File: config.mk
export PLATFORM = sky130hd
export DESIGN_NAME = snr_config_routing
export DESIGN_NICKNAME = d
export VERILOG_FILES = /design/src/core/snr_pkg.sv /design/src/core/snr_config_routing.sv /design/src/core/snr_clk_div.sv
export SDC_FILE = /design/constraint.sdc
export NUM_CORES = 1
export LEC_CHECK = 0
export ABC_AREA = 1
export BUFFER_PORTS_ARGS = -buffer_cell sky130_fd_sc_hd__buf_4
export CAP_MARGIN = 20
export CORE_MARGIN = 4
export CORE_UTILIZATION = 50
export CTS_CLUSTER_SIZE = 8
export DETAILED_ROUTE_END_ITERATION = 10
export PLACE_DENSITY = 0.65
export REMOVE_ABC_BUFFERS = 1
export SETUP_SLACK_MARGIN = 0.5
export SLEW_MARGIN = 15
export SYNTH_ARGS = -nofsm -noshare
export SYNTH_HDL_FRONTEND = slang
export SYNTH_SLANG_ARGS = --single-unit
File: constraint.sdc
create_clock -name clock_i -period 3.7 [get_ports clock_i]
set_clock_uncertainty 0.2 [all_clocks]
set_input_delay 0.555 -clock clock_i [delete_from_list [all_inputs] [get_ports clock_i]]
set_output_delay 0.555 -clock clock_i [all_outputs]
set_load 0.02 [all_outputs]
File: src/core/snr_pkg.sv
package snr_pkg;

    // Register bus shape
    localparam int unsigned ADDR_W = 8;
    localparam int unsigned DATA_W = 32;

    // Register indices as printed
    localparam logic [7:0] IDX_IDENT = 8'h00;
    localparam logic [7:0] IDX_DESC = 8'h01;
    localparam logic [7:0] IDX_SWCFG = 8'h04;
    localparam logic [7:0] IDX_NODEID = 8'h05;
    localparam logic [7:0] IDX_PLL = 8'h06;
    localparam logic [7:0] IDX_SWDIV = 8'h07;
    localparam logic [7:0] IDX_REFDIV = 8'h08;
    localparam logic [7:0] IDX_DIRLO = 8'h0C;
    localparam logic [7:0] IDX_DIRHI = 8'h0D;
    localparam logic [7:0] IDX_DBGPIN = 8'h10;
    localparam logic [7:0] IDX_DBGSRC = 8'h1F;
    localparam logic [7:0] IDX_LINK_FIRST = 8'h20;
    localparam logic [7:0] IDX_LINK_LAST = 8'h27;
    localparam logic [7:0] IDX_PLINK_FIRST = 8'h40;
    localparam logic [7:0] IDX_PLINK_LAST = 8'h43;
    localparam logic [7:0] IDX_LCFG_FIRST = 8'h80;
    localparam logic [7:0] IDX_LCFG_LAST = 8'h87;
    localparam logic [7:0] IDX_LSTAT_FIRST = 8'hA0;
    localparam logic [7:0] IDX_LSTAT_LAST = 8'hA7;

    // Field positions
    localparam int unsigned IDENT_CHIP_LSB = 24;
    localparam int unsigned IDENT_MODE_LSB = 16;
    localparam int unsigned IDENT_REV_LSB = 8;
    localparam int unsigned IDENT_VER_LSB = 0;
    localparam int unsigned DESC_LINKS_LSB = 16;
    localparam int unsigned DESC_CORES_LSB = 8;
    localparam int unsigned DESC_LPP_LSB = 0;
    localparam int unsigned SWCFG_WLOCK_BIT = 31;
    localparam int unsigned SWCFG_PLOCK_BIT = 8;
    localparam int unsigned SWCFG_HDR_BIT = 0;
    localparam int unsigned PLL_OD_LSB = 23;
    localparam int unsigned PLL_OD_W = 3;
    localparam int unsigned PLL_F_LSB = 8;
    localparam int unsigned PLL_F_W = 13;
    localparam int unsigned PLL_R_LSB = 0;
    localparam int unsigned PLL_R_W = 7;
    localparam int unsigned NODE_ID_W = 16;
    localparam int unsigned CLKDIV_W = 16;
    localparam int unsigned DIR_W = 4;
    localparam int unsigned LINK_DIR_LSB = 8;

    // Reset values
    localparam logic [15:0] NODEID_RST = 16'h0000;
    localparam logic [15:0] SWDIV_RST = 16'h0000;
    localparam logic [15:0] REFDIV_RST = 16'h0003;
    localparam logic [31:0] DIR_TAB_RST = 32'h0000_0000;
    localparam logic [3:0] LINK_DIR_RST = 4'h0;

    // Multiplier settings chosen by the boot pins, index {pin_b, pin_a}
    localparam logic [11:0] PLL_OD_BY_MODE = 12'h249;
    localparam logic [51:0] PLL_F_BY_MODE = 52'h0031_F013_F007_F;
    localparam logic [27:0] PLL_R_BY_MODE = 28'h0000_000;

    // Tile reset hold time
    localparam int unsigned CLK_FREQ_MHZ = 125;
    localparam int unsigned TILE_RST_NS = 64;
    localparam int unsigned TILE_RST_CYC = (TILE_RST_NS * CLK_FREQ_MHZ + 999) / 1000;

endpackage

File: src/core/snr_config_routing.sv
`timescale 1ns/100ps
// How it works
// - Registers reachable only via configuration transactions
// - Identity: chip id, boot pins, revision, version
// - Description: links, cores, links per processor
// - Write lock bit refuses all writes
// - Multiplier lock bit ignores settings writes
// - Header bit selects single-byte headers, network-wide
// - Writable 16-bit node id, MSB-first compare
// - Route by highest mismatching bit's direction
// - Low table: positions 7..0, four bits each
// - High table: positions 15..8, four bits each
// - Accepted settings write resets attached tile
// - Multiplier fields reset from boot pins
// - Switch clock is input over divider plus one
// - Reference clock over divider plus one, reset 3
// - Link direction field selects outgoing links
module snr_config_routing
    import snr_pkg::*;
#(
    parameter int unsigned NUM_LINKS = 8,
    parameter logic [7:0] CHIP_ID = 8'h5A, // Arbitrary value
    parameter logic [7:0] SWITCH_REV = 8'h01, // Arbitrary value
    parameter logic [7:0] SWITCH_VER = 8'h01, // Arbitrary value
    parameter logic [7:0] NUM_CORES = 8'h01,
    parameter logic [7:0] LINKS_PER_CORE = 8'h04
) (
    input wire logic clock_i,
    input wire logic rst_n_i,
    input wire logic boot_select_pin_a_i,
    input wire logic boot_select_pin_b_i,
    input wire logic cfg_req_i,
    input wire logic cfg_write_i,
    input wire logic [ADDR_W-1:0] cfg_addr_i,
    input wire logic [DATA_W-1:0] cfg_wdata_i,
    output logic cfg_ack_o,
    output logic cfg_err_o,
    output logic [DATA_W-1:0] cfg_rdata_o,
    input wire logic route_req_i,
    input wire logic [NODE_ID_W-1:0] route_dest_i,
    output logic route_valid_o,
    output logic route_local_o,
    output logic [DIR_W-1:0] route_dir_o,
    output logic [NUM_LINKS-1:0] route_link_mask_o,
    output logic header_short_o,
    output logic tile_reset_o,
    output logic [PLL_OD_W-1:0] pll_od_o,
    output logic [PLL_F_W-1:0] pll_f_o,
    output logic [PLL_R_W-1:0] pll_r_o,
    output logic switch_clk_en_o,
    output logic ref_clk_en_o
);

    localparam logic [7:0] LINK_COUNT = 8'(NUM_LINKS);
    localparam int unsigned RST_CNT_W = $clog2(TILE_RST_CYC + 1);

    // Highest set bit of a mismatch vector; zero vector gives zero
    function automatic logic [3:0] msb_index(input logic [NODE_ID_W-1:0] v);
        logic [3:0] idx;
        idx = 4'h0;
        for (int i = 0; i < NODE_ID_W; i++) begin
            if (v[i]) begin
                idx = 4'(i);
            end
        end
        return idx;
    endfunction

    // Direction code stored for one mismatch position
    function automatic logic [DIR_W-1:0] dir_of(input logic [3:0] pos,
                                                 input logic [31:0] lo,
                                                 input logic [31:0] hi);
        logic [2:0] slot;
        slot = pos[2:0];
        if (pos[3]) begin
            return hi[slot*DIR_W +: DIR_W];
        end
        return lo[slot*DIR_W +: DIR_W];
    endfunction

    // Inclusive address range test, for the link bank and the per-link banks not built in this block
    function automatic logic in_range(input logic [7:0] a, input logic [7:0] lo,
                                      input logic [7:0] hi);
        return (a >= lo) && (a <= hi);
    endfunction

    logic wlock_reg;
    logic plock_reg;
    logic hdr_reg;
    logic [NODE_ID_W-1:0] node_id_reg;
    logic [CLKDIV_W-1:0] swdiv_reg;
    logic [CLKDIV_W-1:0] refdiv_reg;
    logic [31:0] dir_lo_reg;
    logic [31:0] dir_hi_reg;
    logic [DIR_W-1:0] link_dir_reg [NUM_LINKS];
    logic [1:0] mode_reg;
    logic strap_done_reg;
    logic [RST_CNT_W-1:0] rst_cnt_reg;
    logic wr_ok;
    logic pll_wr;
    logic known_addr;
    logic ro_addr;
    logic [2:0] link_sel;
    logic link_addr;
    logic [DATA_W-1:0] rdata_next;
    logic [NODE_ID_W-1:0] mismatch;
    logic [3:0] hit_pos;
    logic [DIR_W-1:0] hit_dir;
    logic [NUM_LINKS-1:0] link_match;

    // Address decode; unknown indices answer with an error
    always_comb begin
        link_addr = in_range(cfg_addr_i, IDX_LINK_FIRST, IDX_LINK_LAST);
        link_sel = cfg_addr_i[2:0];
        ro_addr = (cfg_addr_i == IDX_IDENT) || (cfg_addr_i == IDX_DESC)
            || (cfg_addr_i == IDX_DBGSRC);
        known_addr = ro_addr || link_addr
            || (cfg_addr_i == IDX_SWCFG) || (cfg_addr_i == IDX_NODEID)
            || (cfg_addr_i == IDX_PLL) || (cfg_addr_i == IDX_SWDIV)
            || (cfg_addr_i == IDX_REFDIV) || (cfg_addr_i == IDX_DIRLO)
            || (cfg_addr_i == IDX_DIRHI) || (cfg_addr_i == IDX_DBGPIN)
            || in_range(cfg_addr_i, IDX_PLINK_FIRST, IDX_PLINK_LAST)
            || in_range(cfg_addr_i, IDX_LCFG_FIRST, IDX_LCFG_LAST)
            || in_range(cfg_addr_i, IDX_LSTAT_FIRST, IDX_LSTAT_LAST);
    end

    // A write lands only if the bank is unlocked and the target is writable
    assign wr_ok = cfg_req_i && cfg_write_i && known_addr && !ro_addr
        && !wlock_reg;
    assign pll_wr = wr_ok && (cfg_addr_i == IDX_PLL) && !plock_reg;

    // Boot pins are caught on the first edge after reset release
    always_ff @(posedge clock_i or negedge rst_n_i) begin
        if (!rst_n_i) begin
            mode_reg <= 2'h0;
            strap_done_reg <= 1'b0;
        end else if (!strap_done_reg) begin
            mode_reg <= {boot_select_pin_b_i, boot_select_pin_a_i};
            strap_done_reg <= 1'b1;
        end
    end

    // Lock and header bits; once the write lock is set only reset clears it
    always_ff @(posedge clock_i or negedge rst_n_i) begin
        if (!rst_n_i) begin
            wlock_reg <= 1'b0;
            plock_reg <= 1'b0;
            hdr_reg <= 1'b0;
        end else if (wr_ok && (cfg_addr_i == IDX_SWCFG)) begin
            wlock_reg <= cfg_wdata_i[SWCFG_WLOCK_BIT];
            plock_reg <= cfg_wdata_i[SWCFG_PLOCK_BIT];
            hdr_reg <= cfg_wdata_i[SWCFG_HDR_BIT];
        end
    end

    // Node identifier
    always_ff @(posedge clock_i or negedge rst_n_i) begin
        if (!rst_n_i) begin
            node_id_reg <= NODEID_RST;
        end else if (wr_ok && (cfg_addr_i == IDX_NODEID)) begin
            node_id_reg <= cfg_wdata_i[NODE_ID_W-1:0];
        end
    end

    // Multiplier settings: constant under reset, strap values right after
    always_ff @(posedge clock_i or negedge rst_n_i) begin
        if (!rst_n_i) begin
            pll_od_o <= '0;
            pll_f_o <= '0;
            pll_r_o <= '0;
        end else if (!strap_done_reg) begin
            pll_od_o <= PLL_OD_BY_MODE[{boot_select_pin_b_i, boot_select_pin_a_i}*PLL_OD_W
                +: PLL_OD_W];
            pll_f_o <= PLL_F_BY_MODE[{boot_select_pin_b_i, boot_select_pin_a_i}*PLL_F_W
                +: PLL_F_W];
            pll_r_o <= PLL_R_BY_MODE[{boot_select_pin_b_i, boot_select_pin_a_i}*PLL_R_W
                +: PLL_R_W];
        end else if (pll_wr) begin
            pll_od_o <= cfg_wdata_i[PLL_OD_LSB +: PLL_OD_W];
            pll_f_o <= cfg_wdata_i[PLL_F_LSB +: PLL_F_W];
            pll_r_o <= cfg_wdata_i[PLL_R_LSB +: PLL_R_W];
        end
    end

    // Tile reset is stretched so the tile sees a clean pulse of fixed length
    always_ff @(posedge clock_i or negedge rst_n_i) begin
        if (!rst_n_i) begin
            rst_cnt_reg <= '0;
            tile_reset_o <= 1'b0;
        end else if (pll_wr) begin
            rst_cnt_reg <= RST_CNT_W'(TILE_RST_CYC - 1);
            tile_reset_o <= 1'b1;
        end else if (rst_cnt_reg != '0) begin
            rst_cnt_reg <= rst_cnt_reg - 1'b1;
            tile_reset_o <= 1'b1;
        end else begin
            tile_reset_o <= 1'b0;
        end
    end

    // Clock dividers
    always_ff @(posedge clock_i or negedge rst_n_i) begin
        if (!rst_n_i) begin
            swdiv_reg <= SWDIV_RST;
            refdiv_reg <= REFDIV_RST;
        end else if (wr_ok && (cfg_addr_i == IDX_SWDIV)) begin
            swdiv_reg <= cfg_wdata_i[CLKDIV_W-1:0];
        end else if (wr_ok && (cfg_addr_i == IDX_REFDIV)) begin
            refdiv_reg <= cfg_wdata_i[CLKDIV_W-1:0];
        end
    end

    // Direction tables
    always_ff @(posedge clock_i or negedge rst_n_i) begin
        if (!rst_n_i) begin
            dir_lo_reg <= DIR_TAB_RST;
            dir_hi_reg <= DIR_TAB_RST;
        end else if (wr_ok && (cfg_addr_i == IDX_DIRLO)) begin
            dir_lo_reg <= cfg_wdata_i;
        end else if (wr_ok && (cfg_addr_i == IDX_DIRHI)) begin
            dir_hi_reg <= cfg_wdata_i;
        end
    end

    // Per-link direction fields; the other link status bits live elsewhere
    always_ff @(posedge clock_i or negedge rst_n_i) begin
        if (!rst_n_i) begin
            for (int i = 0; i < NUM_LINKS; i++) begin
                link_dir_reg[i] <= LINK_DIR_RST;
            end
        end else if (wr_ok && link_addr && (int'(link_sel) < NUM_LINKS)) begin
            link_dir_reg[link_sel] <= cfg_wdata_i[LINK_DIR_LSB +: DIR_W];
        end
    end

    // Read mux; reserved bits and banks not built here read as zero
    always_comb begin
        rdata_next = '0;
        case (cfg_addr_i)
            IDX_IDENT: begin
                rdata_next[IDENT_CHIP_LSB +: 8] = CHIP_ID;
                rdata_next[IDENT_MODE_LSB +: 2] = mode_reg;
                rdata_next[IDENT_REV_LSB +: 8] = SWITCH_REV;
                rdata_next[IDENT_VER_LSB +: 8] = SWITCH_VER;
            end
            IDX_DESC: begin
                rdata_next[DESC_LINKS_LSB +: 8] = LINK_COUNT;
                rdata_next[DESC_CORES_LSB +: 8] = NUM_CORES;
                rdata_next[DESC_LPP_LSB +: 8] = LINKS_PER_CORE;
            end
            IDX_SWCFG: begin
                rdata_next[SWCFG_WLOCK_BIT] = wlock_reg;
                rdata_next[SWCFG_PLOCK_BIT] = plock_reg;
                rdata_next[SWCFG_HDR_BIT] = hdr_reg;
            end
            IDX_NODEID: begin
                rdata_next[NODE_ID_W-1:0] = node_id_reg;
            end
            IDX_PLL: begin
                rdata_next[PLL_OD_LSB +: PLL_OD_W] = pll_od_o;
                rdata_next[PLL_F_LSB +: PLL_F_W] = pll_f_o;
                rdata_next[PLL_R_LSB +: PLL_R_W] = pll_r_o;
            end
            IDX_SWDIV: begin
                rdata_next[CLKDIV_W-1:0] = swdiv_reg;
            end
            IDX_REFDIV: begin
                rdata_next[CLKDIV_W-1:0] = refdiv_reg;
            end
            IDX_DIRLO: begin
                rdata_next = dir_lo_reg;
            end
            IDX_DIRHI: begin
                rdata_next = dir_hi_reg;
            end
            default: begin
                if (link_addr && (int'(link_sel) < NUM_LINKS)) begin
                    rdata_next[LINK_DIR_LSB +: DIR_W] = link_dir_reg[link_sel];
                end
            end
        endcase
    end

    // One answer per request, one cycle later; refused writes flag an error
    always_ff @(posedge clock_i or negedge rst_n_i) begin
        if (!rst_n_i) begin
            cfg_ack_o <= 1'b0;
            cfg_err_o <= 1'b0;
            cfg_rdata_o <= '0;
        end else begin
            cfg_ack_o <= cfg_req_i;
            cfg_err_o <= cfg_req_i && (!known_addr
                || (cfg_write_i && (ro_addr || wlock_reg))
                || (cfg_write_i && (cfg_addr_i == IDX_PLL) && plock_reg));
            cfg_rdata_o <= (cfg_req_i && !cfg_write_i) ? rdata_next : '0;
        end
    end

    // Routing decision: XOR finds mismatches, highest one picks the table slot
    always_comb begin
        mismatch = route_dest_i ^ node_id_reg;
        hit_pos = msb_index(mismatch);
        hit_dir = dir_of(hit_pos, dir_lo_reg, dir_hi_reg);
    end

    // Links whose direction field matches the chosen direction
    for (genvar g = 0; g < NUM_LINKS; g++) begin : g_link_match
        assign link_match[g] = (link_dir_reg[g] == hit_dir);
    end

    // Registered routing answer, one cycle after the request
    always_ff @(posedge clock_i or negedge rst_n_i) begin
        if (!rst_n_i) begin
            route_valid_o <= 1'b0;
            route_local_o <= 1'b0;
            route_dir_o <= '0;
            route_link_mask_o <= '0;
        end else begin
            route_valid_o <= route_req_i;
            if (route_req_i && (mismatch == '0)) begin
                route_local_o <= 1'b1;
                route_dir_o <= '0;
                route_link_mask_o <= '0;
            end else if (route_req_i) begin
                route_local_o <= 1'b0;
                route_dir_o <= hit_dir;
                route_link_mask_o <= link_match;
            end else begin
                route_local_o <= 1'b0;
                route_dir_o <= '0;
                route_link_mask_o <= '0;
            end
        end
    end

    // Header mode straight from its flip-flop
    assign header_short_o = hdr_reg;

    // Switch clock enable
    snr_clk_div #(
        .WIDTH(CLKDIV_W)
    ) u_switch_div (
        .clock_i(clock_i),
        .rst_n_i(rst_n_i),
        .div_i(swdiv_reg),
        .tick_o(switch_clk_en_o)
    );

    // Reference clock enable
    snr_clk_div #(
        .WIDTH(CLKDIV_W)
    ) u_ref_div (
        .clock_i(clock_i),
        .rst_n_i(rst_n_i),
        .div_i(refdiv_reg),
        .tick_o(ref_clk_en_o)
    );

endmodule

File: src/core/snr_clk_div.sv
`timescale 1ns/100ps
module snr_clk_div
    import snr_pkg::*;
#(
    parameter int unsigned WIDTH = CLKDIV_W
) (
    input wire logic clock_i,
    input wire logic rst_n_i,
    input wire logic [WIDTH-1:0] div_i,
    output logic tick_o
);

    logic [WIDTH-1:0] count_reg;

    // Counts 0..div_i, so the tick rate is the input clock over div_i + 1
    always_ff @(posedge clock_i or negedge rst_n_i) begin
        if (!rst_n_i) begin
            count_reg <= '0;
        end else if (count_reg >= div_i) begin
            count_reg <= '0; // A shrunken divider restarts at once instead of wrapping
        end else begin
            count_reg <= count_reg + 1'b1;
        end
    end

    // Tick is registered so the enable leaves a flip-flop
    always_ff @(posedge clock_i or negedge rst_n_i) begin
        if (!rst_n_i) begin
            tick_o <= 1'b0;
        end else begin
            tick_o <= (count_reg >= div_i);
        end
    end

endmodule

==> reports/qor.yml <==
root_buffer: "clkbuf_16"
yosys_warnings: 0
report.final.slew_viol_count: 0
ant_nets: 0
yosysSeqAreaShare_pct: 48.6
synth_edf_count: 0
clock_sinks: 260
syn_avg_cell_area_um2: 8.12
multi_input_area_mm2: 0.00594
synthTopCellsByArea: "dfrtp_1 48%, nand2_1 13%, o21ai_0 7.1%"
cp_num_buf_inv: 2
ys_ff_latch: 260
grt_pass1_wl_mm: 65.7
initial_core_util_pct: 51.1
rsz0062_at_grt: "yes"
post-synth-top-count-cell: "nand2_1"
timing.final.crit_share_pct: 83.7
routed_wl_mm: 41.9
worstMarginPinSlew_ns: 0.898
powerDensity_mw_per_mm2: 405
clock_latency_ns: 0.53
cts-htree-levels: 2
vias: 11960
gp_congestion: 0.993
crit_path_top_delay_cell: "dfrtp_1"
drtIter0Drc: 1131
syn_to_final_growth_pct: 21.3
seq_area_mm2: 0.00651
path_common_cell: "nand2_1"
p_leak_uw: 0.00758
clock.fmax_mhz: 323
async_flop_share_pct: 100
cts_tree: "built"
die_h_um: 172
clock_path_buffers: 3
ios: 138
crit_family: "simple AND/OR/NAND/NOR gates"
grt_max_degree: 86
startpoint_type: "flop"
cpPeakStageDelay_ns: 0.40
hpwlAfterDp_mm: 29.9
ir_drop_mv: 0.441
yosysTopAreaCell: "dfrtp_1"
die_area_mm2: 0.0295
hold_violations: 0
routedWlPerCell_um: 19.4
maxCapViolations: 0
crit_path_end_kind: "flop"
antenna_found_initial: 0
required_ns: 3.91
n_fill_cell: 2356
final_util_pct: 61.9
slew_headroom_pct: 39.7
synth_top_cell_area_share_pct: 48.2
synth.cell_area_mm2: 0.0134
drc: 0
antenna_cells: 0
rows: 59
via_per_inst: 5.53
fin_tns_setup_ns: 0
critical_path_class: "reg2reg"
synth_commonest_cells: "464 x nand2_1, 258 x dfrtp_1, 194 x inv_1, 189 x o21ai_0, 82 x nor2_1"
syn_inst: 1648
drive_above_1_share_pct: 16.0
hold_class: "in2reg"
clk_pin_slew_ns: 0.05
grt_overflow: 0
grt_pass1_vias: 11790
cts_buffers: 38
setup_violations: 0
ys_types: 58
status: "finished, final reports clean"
layout.nets: 1922
min_period_ns: 3.10
core_mm2: 0.0262
synthFlopType: "dfrtp_1"
crit_fanout: 7
grt_usage_pct: 28.6
drt_pass1_iterations: 6
cp.arrival_ns: 3.30
die-width_um: 172
io_buffers: 137
## area by class of cell
cell class | instances | share of cell area [%]
sequential | 260 | 40.1
tap | 335 | 2.58
timing repair buffer | 189 | 9.37
clock buffer | 45 | 6.02
multi-input combinational | 1125 | 36.6
inverter | 205 | 4.76
clock inverter | 4 | 0.570
## worst min-delay path, stage by stage
cell and delay [ns]:
buf_4 0.09, nand3_1 0.07, o21ai_1 0.07
## metrics by stage
stage | std cells | setup slack, ns | cell area, um2 | power (uW) | hold slack, ns
after floorplan | 1587 | 0.291 | 13100 | 3140 | 0.0594
after global placement | 2098 | 0.164 | 14900 | 3410 | 0.266
after detailed placement | 2098 | 0.201 | 14900 | 3410 | 0.273
after CTS | 2150 | 0.516 | 16000 | 6610 | 0.0870
after global routing | 2163 | 0.420 | 16200 | 6800 | 0.124
final | 2163 | 0.605 | 16200 | 6580 | 0.103
## cell usage in the layout (no fill, tap or decap), types with 38 or more instances in the layout
cell	n
ha_1	40
buf_4	177
inv_1	194
nand2_1	458
dfrtp_1	258
a21oi_1	57
o21ai_0	188
nor2_1	80
nand3_1	78
clkbuf_16	38
## timing repair
item,in CTS,in global routing
hold buffers,3,0
gates resized for setup,3,19
hold endpoints to repair,81,0
setup buffers,0,10
cloned,0,3
pin swaps,0,4
setup endpoints to repair,9,26
## report_power, final
group | internal (uW) | switching, uW | total (uW)
combinational | 168 | 329 | 497
clock | 1920 | 1260 | 3180
sequential | 2880 | 20.7 | 2900
total | 4970 | 1610 | 6580
## cells by family (layout without fill, tap and decap cells)
logic type                 Yosys count  after routing  synth area share [%]
AOI/OAI and AO/OA                  352            352                  15.0
xor gates and xnor gates            21             21                  1.57
adders and majority gates           40             40                  3.74
buffers and inverters              266            443                  8.15
DFF                                260            260                  48.6
muxes                                6              6                 0.533
other                                1              1                0.0280
and+or+nand+nor                    702            705                  22.3
## routing by layer
layer | up-vias | track usage (%) | share of wire [%]
li1 | 5747 | - | -
met2 | 484 | 46.3 | 47
met3 | 88 | 4.44 | 7.2
met4 | 0 | 8.16 | 2.8
met1 | 5641 | 40.1 | 43
met5 | - | 0 | 0
## final timing paths
path | start | to | slack [ns] | cells after the start
min | cfg_wdata_i[6] | pll_r_o[6] | 0.10 | 3
min in group asynchronous | rst_n_i | cfg_rdata_o[26] | 0.45 | 2
max | node_id_reg[1] | route_link_mask_o[5] | 0.60 | 25
max reg2reg | node_id_reg[1] | route_link_mask_o[5] | 0.60 | 25
max in group asynchronous | rst_n_i | u_switch_div.count_reg[14] | 2.00 | 3
min reg2reg | dir_lo_reg[27] | dir_lo_reg[27] | 0.28 | 2
(Power assumes the default switching activity.)
